### src/hdl/sawax_pkg.sv
// How it works
// Mode 0 keeps saw axis inactive.
// Mode 1 starts stroke on carriage sync.
// Mode 1 returns carriage, ignores commands.
// Mode 2 raises cut permitted on sync.
// Mode 2 stroke waits for start command.
// Mode 2 drops cut permitted at home.
// Mode 2 carriage returns on cut finished.
// Open loop moving, position hold resting.
// Encoder counts scaled per 1000 units.
// Hold correction is gain times error.
// Correction clamped, error kept unclamped.
// Full-speed frequency normalises measured speed.
// Speed ramp slope from ramp time.
// First speed from home to breakpoint one.
// Breakpoint one switches to second speed.
// Second speed between breakpoints one, two.
// Breakpoint two switches to third speed.
// Breakpoint four reverses stroke toward home.
// Return uses dedicated return speed.
// Breakpoint three switches to fourth speed.
// Signed position counter, home is zero.
package sawax_pkg;

  localparam int CLK_HZ = 25_000_000;
  localparam int CLK_KHZ = CLK_HZ / 1000;

  // Register byte addresses.
  localparam logic [7:0] ADR_MODE = 8'h00;
  localparam logic [7:0] ADR_SCALE = 8'h04;
  localparam logic [7:0] ADR_GAIN = 8'h08;
  localparam logic [7:0] ADR_CLIM = 8'h0C;
  localparam logic [7:0] ADR_FMAX = 8'h10;
  localparam logic [7:0] ADR_RAMP = 8'h14;
  localparam logic [7:0] ADR_RSVD = 8'h18;
  localparam logic [7:0] ADR_SPD1 = 8'h1C;
  localparam logic [7:0] ADR_POS1 = 8'h20;
  localparam logic [7:0] ADR_SPD2 = 8'h24;
  localparam logic [7:0] ADR_POS2 = 8'h28;
  localparam logic [7:0] ADR_SPD3 = 8'h2C;
  localparam logic [7:0] ADR_POS3 = 8'h30;
  localparam logic [7:0] ADR_SPD4 = 8'h34;
  localparam logic [7:0] ADR_POS4 = 8'h38;
  localparam logic [7:0] ADR_RETSPD = 8'h3C;
  localparam logic [7:0] ADR_STATUS = 8'h40;
  localparam logic [7:0] ADR_POSITION = 8'h44;
  localparam logic [7:0] ADR_SETPOINT = 8'h48;
  localparam logic [7:0] ADR_MEAS = 8'h4C;

  // Operating modes.
  localparam logic [31:0] MODE_OFF = 32'h0000_0000;
  localparam logic [31:0] MODE_AUTO = 32'h0000_0001;
  localparam logic [31:0] MODE_HANDSHAKE = 32'h0000_0002;

  // Field layout of the status register.
  localparam int STAT_CUT_BIT = 0;
  localparam int STAT_ACTIVE_BIT = 1;
  localparam int STAT_STATE_LSB = 4;

  // Scaling and timing.
  localparam logic signed [31:0] LU_PER_SCALE = 32'sh0000_03E8;
  localparam int FULL_SCALE_MV = 10000;
  localparam int RAMP_STEP_US = 100;
  localparam logic [17:0] RAMP_STEP_CYC =
    18'(RAMP_STEP_US * (CLK_HZ / 1_000_000));
  localparam int GATE_MS = 100;
  localparam int GATE_PER_S = 1000 / GATE_MS;
  localparam int unsigned GATE_CYC_DEF = GATE_MS * CLK_KHZ;
  localparam logic [47:0] NORM_NUM = 48'(FULL_SCALE_MV * GATE_PER_S);
  localparam int REV_DWELL_MS = 20;
  localparam int unsigned REV_DWELL_CYC_DEF = REV_DWELL_MS * CLK_KHZ;
  localparam int GAIN_SHIFT = 10;
  localparam logic [5:0] DIV_STEPS = 6'h30;

  typedef struct packed {
    logic [31:0] mode;
    logic [31:0] scale;
    logic [31:0] gain;
    logic [31:0] clim;
    logic [31:0] fmax;
    logic [31:0] ramp;
    logic [31:0] spd1;
    logic [31:0] pos1;
    logic [31:0] spd2;
    logic [31:0] pos2;
    logic [31:0] spd3;
    logic [31:0] pos3;
    logic [31:0] spd4;
    logic [31:0] pos4;
    logic [31:0] retspd;
  } sawax_cfg_t;

  typedef enum logic [2:0] {
    ST_HOME, ST_ARMED, ST_FWD, ST_FSTOP, ST_RHOLD, ST_RET, ST_RSTOP, ST_CUTW
  } sawax_state_t;

  typedef struct packed {
    sawax_cfg_t cfg;
    logic [31:0] prdata;
    logic pslverr;
    logic [2:0] sy_start;
    logic [2:0] sy_done;
    logic [2:0] sy_a;
    logic [2:0] sy_b;
    logic carr_prev;
    logic signed [31:0] pos;
    logic signed [31:0] rem;
    logic signed [15:0] ramp;
    logic signed [15:0] spd_out;
    logic [17:0] rtick;
    sawax_state_t st;
    logic cut_perm;
    logic carr_ret;
    logic [31:0] dwell;
    logic [31:0] gate;
    logic [31:0] npulse;
    logic [31:0] meas;
    logic [32:0] dv_rem;
    logic [47:0] dv_num;
    logic [5:0] dv_cnt;
  } sawax_st_t;

endpackage

### src/hdl/sawax_ctrl.sv
// Design decisions made here: the placing of the registers and the APB register port.
`timescale 1ns/100ps
module sawax_ctrl import sawax_pkg::*; #(
  parameter int unsigned P_GATE_CYC = GATE_CYC_DEF,
  parameter int unsigned P_DWELL_CYC = REV_DWELL_CYC_DEF
) (
  input wire logic i_ref_clk, // 25 MHz clock
  input wire logic i_rst_b, // synchronous reset, low active
  input wire logic i_clk_en, // freezes all state while low
  input wire logic i_psel, // APB select
  input wire logic i_penable, // APB enable
  input wire logic i_pwrite, // APB direction
  input wire logic [7:0] i_paddr, // APB byte address
  input wire logic [31:0] i_pwdata, // APB write data
  output logic [31:0] o_prdata, // APB read data
  output logic o_pready, // APB ready
  output logic o_pslverr, // APB error on unmapped address
  input wire logic i_carriage_sync, // carriage at cut position, in sync
  input wire logic i_start_cmd, // saw start command pin
  input wire logic i_cut_done_cmd, // cut finished command pin
  input wire logic i_enc_a, // saw encoder track A
  input wire logic i_enc_b, // saw encoder track B
  output logic signed [15:0] o_speed_mv, // saw analogue setpoint in mV
  output logic o_cut_permitted_output, // cut permitted handshake
  output logic o_carriage_return, // one-cycle carriage return request
  output logic o_axis_active, // saw axis enabled
  output logic o_diag_free // second analogue output free
);

  sawax_st_t q;
  sawax_st_t d;

  logic setup;
  logic access;
  logic a_s;
  logic b_s;
  logic step;
  logic up;
  logic start_edge;
  logic done_edge;
  logic carr_edge;
  logic signed [31:0] acc;
  logic signed [31:0] scl;
  logic signed [31:0] bp1;
  logic signed [31:0] bp2;
  logic signed [31:0] bp3;
  logic signed [31:0] bp4;
  logic signed [15:0] tgt;
  logic [6:0] rt;
  logic [17:0] rlim;
  logic signed [32:0] err;
  logic signed [47:0] g48;
  logic signed [47:0] prod;
  logic signed [47:0] lim48;
  logic signed [15:0] corr;
  logic [32:0] dv_t;
  logic holding;
  logic off;

  function automatic logic signed [15:0] mv(input logic [31:0] r);
    mv = $signed({2'b00, r[13:0]});
    // Only bits 13:0 of the setting count; a value there above full scale is held at full scale.
    if (mv > 16'(FULL_SCALE_MV)) begin
      mv = 16'(FULL_SCALE_MV);
    end
  endfunction

  function automatic logic signed [31:0] lu(input logic [31:0] r);
    lu = $signed({12'h000, r[19:0]});
  endfunction

  function automatic logic mapped(input logic [7:0] a);
    mapped = (a[1:0] == 2'b00) && (a <= ADR_MEAS);
  endfunction

  function automatic logic [31:0] rd(input sawax_st_t s,
                                     input logic [7:0] a);
    rd = 32'h0000_0000;
    case (a)
      ADR_MODE: rd = s.cfg.mode;
      ADR_SCALE: rd = s.cfg.scale;
      ADR_GAIN: rd = s.cfg.gain;
      ADR_CLIM: rd = s.cfg.clim;
      ADR_FMAX: rd = s.cfg.fmax;
      ADR_RAMP: rd = s.cfg.ramp;
      ADR_SPD1: rd = s.cfg.spd1;
      ADR_POS1: rd = s.cfg.pos1;
      ADR_SPD2: rd = s.cfg.spd2;
      ADR_POS2: rd = s.cfg.pos2;
      ADR_SPD3: rd = s.cfg.spd3;
      ADR_POS3: rd = s.cfg.pos3;
      ADR_SPD4: rd = s.cfg.spd4;
      ADR_POS4: rd = s.cfg.pos4;
      ADR_RETSPD: rd = s.cfg.retspd;
      ADR_STATUS: begin
        rd[STAT_CUT_BIT] = s.cut_perm;
        rd[STAT_ACTIVE_BIT] = (s.cfg.mode != MODE_OFF);
        rd[STAT_STATE_LSB +: 3] = s.st;
      end
      ADR_POSITION: rd = s.pos;
      ADR_SETPOINT: rd = 32'(s.spd_out);
      ADR_MEAS: rd = s.meas;
      default: rd = 32'h0000_0000;
    endcase
  endfunction

  ////////////////////////////////////////////////////////////////////////////

  // Zero wait states; a frozen block keeps the bus in its access phase.
  assign o_pready = i_psel & i_penable & i_clk_en;
  assign o_prdata = q.prdata;
  assign o_pslverr = q.pslverr & o_pready;
  assign o_speed_mv = q.spd_out;
  assign o_cut_permitted_output = q.cut_perm;
  assign o_carriage_return = q.carr_ret;
  assign o_axis_active = (q.cfg.mode != MODE_OFF);
  // analogue output freed
  assign o_diag_free = (q.cfg.mode == MODE_OFF);

  ////////////////////////////////////////////////////////////////////////////

  always_comb begin
    d = q;
    setup = i_psel & ~i_penable;
    access = i_psel & i_penable;
    a_s = q.sy_a[1];
    b_s = q.sy_b[1];
    // One track changed; the new A against the old B gives the direction.
    step = (a_s ^ q.sy_a[2]) != (b_s ^ q.sy_b[2]);
    up = a_s ^ q.sy_b[2];
    start_edge = q.sy_start[1] & ~q.sy_start[2];
    done_edge = q.sy_done[1] & ~q.sy_done[2];
    // Only a fresh rise of the carriage level starts a cycle.
    carr_edge = i_carriage_sync & ~q.carr_prev;
    off = (q.cfg.mode == MODE_OFF);
    scl = lu(q.cfg.scale);
    bp1 = lu(q.cfg.pos1);
    bp2 = lu(q.cfg.pos2);
    bp3 = lu(q.cfg.pos3);
    bp4 = lu(q.cfg.pos4);
    tgt = 16'sh0000;
    // A ramp time of zero would give no step period, so it counts as one: one mV each 100 us.
    rt = (q.cfg.ramp[6:0] == 7'h00) ? 7'h01 : q.cfg.ramp[6:0];
    rlim = 18'(rt) * RAMP_STEP_CYC;
    err = 33'sh0;
    g48 = $signed({34'h0, q.cfg.gain[13:0]});
    prod = 48'sh0;
    lim48 = $signed({34'h0, q.cfg.clim[13:0]});
    // The limit itself never reaches beyond full scale.
    if (lim48 > 48'(FULL_SCALE_MV)) begin
      lim48 = 48'(FULL_SCALE_MV);
    end
    corr = 16'sh0000;
    dv_t = 33'h0;
    holding = 1'b1;

    // Command and encoder pins pass two flops; the third stage only delays for edges.
    d.sy_start = {q.sy_start[1:0], i_start_cmd};
    d.sy_done = {q.sy_done[1:0], i_cut_done_cmd};
    d.sy_a = {q.sy_a[1:0], i_enc_a};
    d.sy_b = {q.sy_b[1:0], i_enc_b};
    d.carr_prev = i_carriage_sync;
    d.carr_ret = 1'b0;

    // Bus slave: read data and error are latched in the setup cycle.
    if (setup) begin
      d.prdata = rd(q, i_paddr);
      d.pslverr = ~mapped(i_paddr);
    end
    if (access && i_pwrite && !q.pslverr) begin
      case (i_paddr)
        ADR_MODE: d.cfg.mode = i_pwdata;
        ADR_SCALE: d.cfg.scale = i_pwdata;
        ADR_GAIN: d.cfg.gain = i_pwdata;
        ADR_CLIM: d.cfg.clim = i_pwdata;
        ADR_FMAX: d.cfg.fmax = i_pwdata;
        ADR_RAMP: d.cfg.ramp = i_pwdata;
        ADR_SPD1: d.cfg.spd1 = i_pwdata;
        ADR_POS1: d.cfg.pos1 = i_pwdata;
        ADR_SPD2: d.cfg.spd2 = i_pwdata;
        ADR_POS2: d.cfg.pos2 = i_pwdata;
        ADR_SPD3: d.cfg.spd3 = i_pwdata;
        ADR_POS3: d.cfg.pos3 = i_pwdata;
        ADR_SPD4: d.cfg.spd4 = i_pwdata;
        ADR_POS4: d.cfg.pos4 = i_pwdata;
        ADR_RETSPD: d.cfg.retspd = i_pwdata;
        default: d.cfg = q.cfg;
      endcase
    end

    // thousand units per scale pulses
    acc = q.rem;
    if (step) begin
      acc = up ? acc + LU_PER_SCALE : acc - LU_PER_SCALE;
    end
    // signed home-relative count
    if (scl != 32'sh0) begin
      if (acc >= scl) begin
        d.pos = q.pos + 32'sh1;
        acc = acc - scl;
      end else if (acc <= -scl) begin
        d.pos = q.pos - 32'sh1;
        acc = acc + scl;
      end
    end
    d.rem = acc;

    // pulses per gate normalised to mV
    d.npulse = step ? q.npulse + 32'h1 : q.npulse;
    d.gate = q.gate + 32'h1;
    if (q.gate >= P_GATE_CYC - 1) begin
      d.gate = 32'h0;
      d.npulse = 32'h0;
      if (q.cfg.fmax == 32'h0) begin
        d.meas = 32'h0;
      end else begin
        // The count of the closing gate, this cycle's edge included.
        d.dv_num = 48'(q.npulse + 32'(step)) * NORM_NUM;
        d.dv_rem = 33'h0;
        d.dv_cnt = DIV_STEPS;
      end
    end else if (q.dv_cnt != 6'h00) begin
      dv_t = {q.dv_rem[31:0], q.dv_num[47]};
      d.dv_num = {q.dv_num[46:0], 1'b0};
      if (dv_t >= {1'b0, q.cfg.fmax}) begin
        dv_t = dv_t - {1'b0, q.cfg.fmax};
        d.dv_num[0] = 1'b1;
      end
      d.dv_rem = dv_t;
      d.dv_cnt = q.dv_cnt - 6'h01;
      if (q.dv_cnt == 6'h01) begin
        d.meas = (|d.dv_num[47:32]) ? 32'hFFFF_FFFF : d.dv_num[31:0];
      end
    end

    // Sequence of the stroke.
    unique case (q.st)
      ST_HOME: begin
        if (carr_edge && q.cfg.mode == MODE_AUTO) begin
          // automatic stroke start
          d.st = ST_FWD;
        end else if (carr_edge && q.cfg.mode == MODE_HANDSHAKE) begin
          // permit the cut
          d.cut_perm = 1'b1;
          d.st = ST_ARMED;
        end
      end
      ST_ARMED: begin
        if (q.cfg.mode != MODE_HANDSHAKE) begin
          d.cut_perm = 1'b0;
          d.st = ST_HOME;
        end else if (start_edge) begin
          // start command begins stroke
          d.st = ST_FWD;
        end
      end
      ST_FWD: begin
        holding = 1'b0;
        // first speed segment
        if (q.pos < bp1) begin
          tgt = mv(q.cfg.spd1);
        // second speed past breakpoint one
        // second speed segment
        end else if (q.pos < bp2) begin
          tgt = mv(q.cfg.spd2);
        // third speed past breakpoint two
        end else if (q.pos < bp3) begin
          tgt = mv(q.cfg.spd3);
        // fourth speed past breakpoint three
        end else begin
          tgt = mv(q.cfg.spd4);
        end
        // reversal at breakpoint four
        if (q.pos >= bp4) begin
          d.st = ST_FSTOP;
        end
      end
      ST_FSTOP: begin
        holding = 1'b0;
        if (q.ramp == 16'sh0000) begin
          d.dwell = 32'h0;
          d.st = ST_RHOLD;
        end
      end
      ST_RHOLD: begin
        // The saw settles under the hold loop before it reverses.
        d.dwell = q.dwell + 32'h1;
        if (q.dwell >= P_DWELL_CYC - 1) begin
          d.st = ST_RET;
        end
      end
      ST_RET: begin
        holding = 1'b0;
        // dedicated return speed
        tgt = -mv(q.cfg.retspd);
        if (q.pos <= 32'sh0) begin
          d.st = ST_RSTOP;
        end
      end
      ST_RSTOP: begin
        holding = 1'b0;
        if (q.ramp == 16'sh0000) begin
          if (q.cfg.mode == MODE_HANDSHAKE) begin
            // drop permit at home
            d.cut_perm = 1'b0;
            d.st = ST_CUTW;
          end else begin
            // automatic carriage return
            d.carr_ret = 1'b1;
            d.st = ST_HOME;
          end
        end
      end
      ST_CUTW: begin
        // A mode change away from the handshake returns on its own; a change to mode 0 goes home without the return pulse.
        if (q.cfg.mode != MODE_HANDSHAKE) begin
          d.carr_ret = 1'b1;
          d.st = ST_HOME;
        // return only on command
        end else if (done_edge) begin
          d.carr_ret = 1'b1;
          d.st = ST_HOME;
        end
      end
    endcase

    // one mV per ramp step
    d.rtick = q.rtick + 18'h1;
    if (q.rtick >= rlim - 18'h1) begin
      d.rtick = 18'h0;
      if (q.ramp < tgt) begin
        d.ramp = q.ramp + 16'sh1;
      end else if (q.ramp > tgt) begin
        d.ramp = q.ramp - 16'sh1;
      end
    end

    // proportional hold correction
    err = (q.st == ST_RHOLD) ? 33'(bp4) - 33'(q.pos) : -33'(q.pos);
    prod = (g48 * 48'(err)) >>> GAIN_SHIFT;
    // clamp output, error unclamped
    if (prod > lim48) begin
      corr = 16'(lim48);
    end else if (prod < -lim48) begin
      corr = 16'(-lim48);
    end else begin
      corr = 16'(prod);
    end

    // open loop moving, hold at rest
    d.spd_out = holding ? corr : q.ramp;

    // disabled axis stays idle
    if (off) begin
      d.st = ST_HOME;
      d.cut_perm = 1'b0;
      d.ramp = 16'sh0000;
      d.spd_out = 16'sh0000;
      d.carr_ret = 1'b0;
    end
  end

  ////////////////////////////////////////////////////////////////////////////

  always_ff @(posedge i_ref_clk) begin
    if (!i_rst_b) begin
      q <= '0;
    end else if (i_clk_en) begin
      q <= d;
    end
  end

endmodule

### config.mk
export PLATFORM = sky130hd
export DESIGN_NAME = sawax_ctrl
export DESIGN_NICKNAME = d
export VERILOG_FILES = /design/src/hdl/sawax_pkg.sv /design/src/hdl/sawax_ctrl.sv
export SDC_FILE = /design/constraint.sdc
export NUM_CORES = 2
export LEC_CHECK = 0
export BUFFER_PORTS_ARGS = -buffer_cell sky130_fd_sc_hd__buf_2
export CAP_MARGIN = 5
export CORE_ASPECT_RATIO = 0.7
export CORE_MARGIN = 1.5
export CORE_UTILIZATION = 39
export CTS_CLUSTER_SIZE = 16
export DETAILED_ROUTE_END_ITERATION = 10
export SLEW_MARGIN = 20
export SYNTH_ARGS = -nofsm -noshare
export SYNTH_HDL_FRONTEND = slang
export SYNTH_SLANG_ARGS = --single-unit
### constraint.sdc
create_clock -name i_ref_clk -period 26.1 [get_ports i_ref_clk]
set_clock_uncertainty 0.1 [all_clocks]
set_input_delay 5.22 -clock i_ref_clk [delete_from_list [all_inputs] [get_ports i_ref_clk]]
set_output_delay 5.22 -clock i_ref_clk [all_outputs]
set_load 0.01 [all_outputs]
Word level (Yosys, flattened, before mapping)
Index checks and enable logic that the tools add are counted.
{"block": "op_classes", "shift": 0, "n_lt_le_gt_ge": 22, "div_mod_pow": 0, "muxes": 66, "bitwise": 15, "n_reduce_logical": 50, "eq_ne": 45, "multipliers": 3, "add_sub_neg": 21}
{"operator": "case mux 25 bit (18 select lines)", "count": 1}
{"operator": "2-to-1 mux 32 bit", "count": 13}
{"operator": "2-to-1 mux 119 bit", "count": 2}
{"operator": "2-to-1 mux 16 bit", "count": 10}
{"operator": "adder 32 x 1 -> 32 bit, second input constant", "count": 3}
{"operator": "less-than comparator 32 x 21 -> 1 bit", "count": 3}
{"operator": "2-to-1 mux 87 bit", "count": 1}
{"operator": "> comparator 14 bit, second input constant", "count": 6}
{"operator": "2-to-1 mux 14 bit", "count": 6}
{"operator": "2-to-1 mux 33 bit", "count": 2}
{"operator": "equality test 8 x 6 -> 1 bit, second input constant", "count": 8}
{"operator": ">= comparator 32 x 21 -> 1 bit", "count": 2}
{"operator": "logical NOT 32 bit", "count": 2}
{"operator": "2-to-1 mux 64 bit", "count": 1}
{"operator": "case mux 32 bit (2 select lines)", "count": 1}
{"operator": "case mux 3 bit (19 select lines)", "count": 1}
{"operator": "AND reduction 3 bit", "count": 19}
{"operator": "less-than comparator 38 x 48 -> 1 bit", "count": 1}
{"operator": "multiplier 15 x 33 -> 48 bit", "count": 1}
{"operator": "negation 14 -> 48 bit", "count": 1}
{"operator": "multiplier 33 x 12 -> 43 bit, second input constant", "count": 1}
{"operator": "> comparator 38 x 15 -> 1 bit", "count": 1}
{"operator": "case mux 2 bit (19 select lines)", "count": 1}
{"operator": "case mux 2 bit (18 select lines)", "count": 1}
{"operator": "other kinds (75)", "count": 134}
{"block": "totals", "regBits": 859, "mem_count": 0, "input_bits": 51, "romBits": 0, "mem_bits_rw": 0, "latchBits": 0}

Logic depth before layout (Yosys ltp)
{"block": "logic_depth", "ltp_word": 11, "depth_mapped": 52, "depth_no_buf": 50}

Worst setup path after synthesis
Ideal clock, no wire load.
{"block": "synth_path", "path_kind": "reg2reg", "from": "register q[304] (netlist name)", "to": "register q, in the netlist o_speed_mv[11]", "path_stages_with_launch": 50, "setup_time_ns": 0.128, "arrival_ns": 12.006, "setup_slack_ns": 13.865, "cell_sequence": "dfxtp_1 inv_1 ha_1 nor2b_1 o21ai_0 a21boi_0 o21ai_0 a21boi_0 o21ai_0 a21oi_1 o21ai_0 a21boi_0 o211a_1 or3_1 a31o_2 clkbuf_1 and2_1 fa_1 (+14 left out) or4_1 nand3b_1 nand3_1 nand4_1 a21o_1 a21oi_1 xnor2_1 ha_1 and3_1 nand3_1 nor3_1 nand4_1 or4_1 o21ai_0 clkbuf_1 mux2_2 a211oi_1 o21ai_0"}
{"block": "synth_between", "elab_chain_cells": 8}
{"element": "from (decl)", "line": "sawax_ctrl.sv:30", "rtl": "sawax_st_t q;"}
{"element": "from (signal assigned)", "line": "sawax_ctrl.sv:367", "rtl": "q <= '0;"}
{"element": "from (signal assigned)", "line": "sawax_ctrl.sv:369", "rtl": "q <= d;"}
{"element": "negation 32 -> 33 bit or subtractor 21 x 32 -> 33 bit (tied branches)", "line": "sawax_ctrl.sv:339", "rtl": "err = (q.st == ST_RHOLD) ? 33'(bp4) - 33'(q.pos) : -33'(q.pos);"}
{"element": "2-to-1 mux 33 bit (*)", "line": "sawax_ctrl.sv:339"}
{"element": "multiplier 15 x 33 -> 48 bit (*)", "line": "sawax_ctrl.sv:340", "rtl": "prod = (g48 * 48'(err)) >>> GAIN_SHIFT;"}
{"element": "less-than comparator 38 x 48 -> 1 bit", "line": "sawax_ctrl.sv:344", "rtl": "end else if (prod < -lim48) begin"}
{"element": "2-to-1 mux 16 bit", "line": "sawax_ctrl.sv:344"}
{"element": "2-to-1 mux 16 bit (*)", "line": "sawax_ctrl.sv:342", "rtl": "if (prod > lim48) begin"}
{"element": "2-to-1 mux 16 bit (*)", "line": "sawax_ctrl.sv:351", "rtl": "d.spd_out = holding ? corr : q.ramp;"}
{"element": "2-to-1 mux 32 bit (*)", "line": "sawax_ctrl.sv:354", "rtl": "if (off) begin"}
Mark *: on every way between the ends. The rest lies on a longest branch, timed or not.
A chain may end at the register's enable or synchronous reset.

Final worst setup path
{"block": "layout_path", "from": "register q[304] (netlist name)", "to": "register q, in the netlist o_speed_mv[2]"}
Same word-level chain as after synthesis.

==> summary.md <==
| Metric | Value |
|---|---|
| Run status | `completed` |
| Slowest CP cell | `o21ai_2` |
| Drc violations | `0` |
| Finished Cell Area | `0.08190 mm2` |
| Layout cells sized above 1 | `5.946%` |
| Post-Syn Instances | `9582` |
| CP max FO | `22` |
| Ys async rst share | `0%` |
| Slew headroom | `20.39%` |
| GRT Overall Usage | `27.75%` |
| Critical Path RT | `26.61 ns` |
| # rows | `135` |
| Cts hold-fix bufs | `0` |
| Vias | `69940` |
| Non-filler cells, final | `12040` |
| Wire per inst | `23.18 um` |
| CP startpoint kind | `register` |
| Dpl cell area | `0.07854 mm2` |
| Root buffer cell | `clkbuf_16` |
| EDFF count, synth | `0` |
| Syn Nets | `10840` |
| Final Max Slew Viols | `0` |
| Hold crit path type | `reg2reg` |
| Via/cell ratio | `5.811` |
| Critical Path Max Stage Delay | `0.89 ns` |
| IO Pins | `105` |
| VDD IR-drop max | `0.07508 mV` |
| Power Dens Cells | `50.00 mW/mm2` |
| Gr ovfl total | `0` |
| Final Hold Vio Count | `0` |
| Largest net degree at the start of global routing | `184` |
| Drt pass-1 iters | `9` |
| Final Cycle Share | `54.51%` |
| Top cell type's share of synthesized area | `22.70%` |
| Area of the core | `0.1932 mm2` |
| Initial antenna violation count | `25` |
| Number of global-route vias before repair | `65870` |
| H-Tree Depth | `3` |
| Fin crit period | `14.23 ns` |
| Syn-to-layout area delta | `8.134%` |
| DP HPWL | `205700 um` |
| RSZ-0062 raised after global routing | `false` |
| Max-Cap Viols | `0` |
| Number of setup buffers added after CTS | `0` |
| Die height | `371.7 um` |
| CTS tree | `done` |
| Critical path type | `reg2reg` |
| Initial Util | `39.20%` |
| Part of the Yosys area used for sequential elements | `22.70%` |
| FMAX | `70.29 MHz` |
| Leak pwr | `0.03505 uW` |
| DP Cell Count | `11850` |
| Synth Register Bits | `859` |
| Initial drt markers | `8683` |
| CTS Buf Count | `94` |
| Maximum clock path buffer count | `3` |
| Final GP Congestion | `0.9829` |
| Crit-path most repeated cell | `fa_1` |
| DRT antenna net count | `0` |
| Synth area leaders | `dfxtp_1, fa_1, ha_1` |
| Cell area after synthesis | `0.07574 mm2` |
| Layout Nets | `10600` |
| Final setup fails | `0` |
| Sink Count | `859` |
| # fillers | `19490` |
| PostCTS Resize Cnt | `0` |
| Synth area leader | `dfxtp_1` |
| Clk slew on worst S/H paths | `0.07 ns` |
| Clock Latency Late Sink | `0.76 ns` |
| Number of unique standard cell types used by synthesis | `98` |
| Crit. End Element | `register` |
| Mapped Avg Cell Area | `7.905 um2` |
| Final Util | `42.38%` |
| Warnings, synthesis | `0` |
| Drt total wl | `278900 um` |
| First-pass GRT wire length | `419100 um` |
| Crit path DAT | `14.74 ns` |
| Die W | `529.7 um` |
| WHS | `0.3547 ns` |
| Port bufs | `104` |
| Die area | `0.1969 mm2` |
| Total negative setup slack | `0 ns` |
| Least-Margin Pin Slew | `1.164 ns` |
| Top_reg_cell synth | `dfxtp_1` |
## per-stage QoR
step	setup slack [ns]	total power, uW
2_1_floorplan	13.87	2320
3_3_place_gp	12.38	2614
3_5_place_dp	12.08	2632
4_1_cts	12.05	4080
5_1_grt	11.17	4288
6_report	11.87	4095
## cells by family (layout without fill, tap and decap cells)
family / count (synthesis) / count (layout) / share of synthesized area [%]
other: 0 / 15 / 0
flip-flops: 859 / 859 / 22.70
buffers and inverters: 1461 / 1297 / 7.526
AO/OA/AOI/OAI: 2200 / 2200 / 18.22
multiplexers: 100 / 100 / 1.343
AND/OR/NAND/NOR: 3351 / 3351 / 20.15
adder cells (fa/ha/maj): 1210 / 1210 / 25.41
XOR/XNOR: 401 / 401 / 4.647
## final timing paths
| check | from | depth (start not counted) | to | slack, ns |
|---|---|---|---|---|
| worst min-delay path | q[822] | 2 | q[822] | 0.35 |
| worst max-delay path | q[304] | 47 | o_speed_mv[2] | 11.87 |
| worst min register to register | q[822] | 2 | q[822] | 0.35 |
| worst max register to register | q[304] | 47 | o_speed_mv[2] | 11.87 |
## sequential cells by signal (all words and copies together) (netlist names)
signal                  flops
q                         707
o_carriage_return           1
o_cut_permitted_output      1
bp3                        20
bp4                        20
bp1                        20
g48                        14
bp2                        20
d                           6
o_speed_mv                 16
b_s                         1
o_prdata                   32
a_s                         1
## layer usage
layer / wire length [um] / global-route usage (%) / up-vias
li1: - / - / 32050
met1: 126400 / 40.97 / 33920
met2: 111700 / 39.33 / 3465
met3: 29940 / 5.838 / 502
met4: 10890 / 9.855 / 6
met5: 44 / 0 / -
## cell type report
type / instances / area (um2) / area share (%)
clock buffers: 132 / 2725 / 3.327
diodes: 15 / 37.54 / 0.04583
repair buffers: 253 / 1657 / 2.023
clock inverters: 40 / 584.3 / 0.7134
inverters: 872 / 3281 / 4.006
multi-input cells: 7262 / 53160 / 64.91
well taps: 2603 / 3257 / 3.977
flip-flops and latches: 859 / 17200 / 21.00
## layout by cell type, fill, tap and decap left out, types with 24 or more instances in the layout
cell          n
fa_1        546
nor3_1      130
a2111oi_0    30
o21a_1       43
and3_1       74
a22o_1       38
a21o_1      151
nand2b_1     54
nand2_1    1625
o21ai_0     345
nand4_1     116
a221oi_1     54
a211oi_1     60
nand3_1     171
a222oi_1     64
o21bai_1     44
a31oi_1      44
buf_2       102
or3_1        57
xor2_1      155
clkbuf_16    94
mux2i_1      87
o31ai_1      27
nor4_1       80
inv_1       869
or2_2        24
buf_4       150
a21oi_1     933
and2_1      269
ha_1        663
nor2_1      543
a22oi_1     157
dfxtp_1     855
nor2b_1      59
xnor2_1     244
## Yosys cell counts, types with 24 or more instances
cell type	instances
nand2_1	1636
a21oi_1	936
inv_1	869
dfxtp_1	859
ha_1	663
nor2_1	565
fa_1	547
clkbuf_1	502
o21ai_0	347
and2_1	269
xnor2_1	244
nand3_1	171
a22oi_1	157
xor2_1	156
a21o_1	151
nor3_1	145
nand4_1	116
mux2i_1	87
nor4_1	82
and3_1	74
a222oi_1	64
a211oi_1	60
nor2b_1	59
or3_1	57
a221oi_1	54
nand2b_1	54
buf_4	49
a31oi_1	44
o21bai_1	44
o21a_1	43
a22o_1	38
o31ai_1	31
a2111oi_0	30
buf_1	27
or2_2	24
## where the power goes
group | total (uW) | internal (uW) | switching [uW]
registers | 1420 | 1370 | 53.9
logic | 1220 | 451 | 766
clock network | 1460 | 826 | 630
## critical path, delay by kind of cell (launching register included)
kind | cells | cell delay, ns
mux | 1 | 0.43
xor+xnor | 2 | 0.26
buf+inv | 6 | 0.76
flops | 1 | 0.56
simple gates | 12 | 2.55
compound gates | 17 | 5.23
fa+ha+maj | 9 | 4.20
Power figures use the tool's default switching activity.
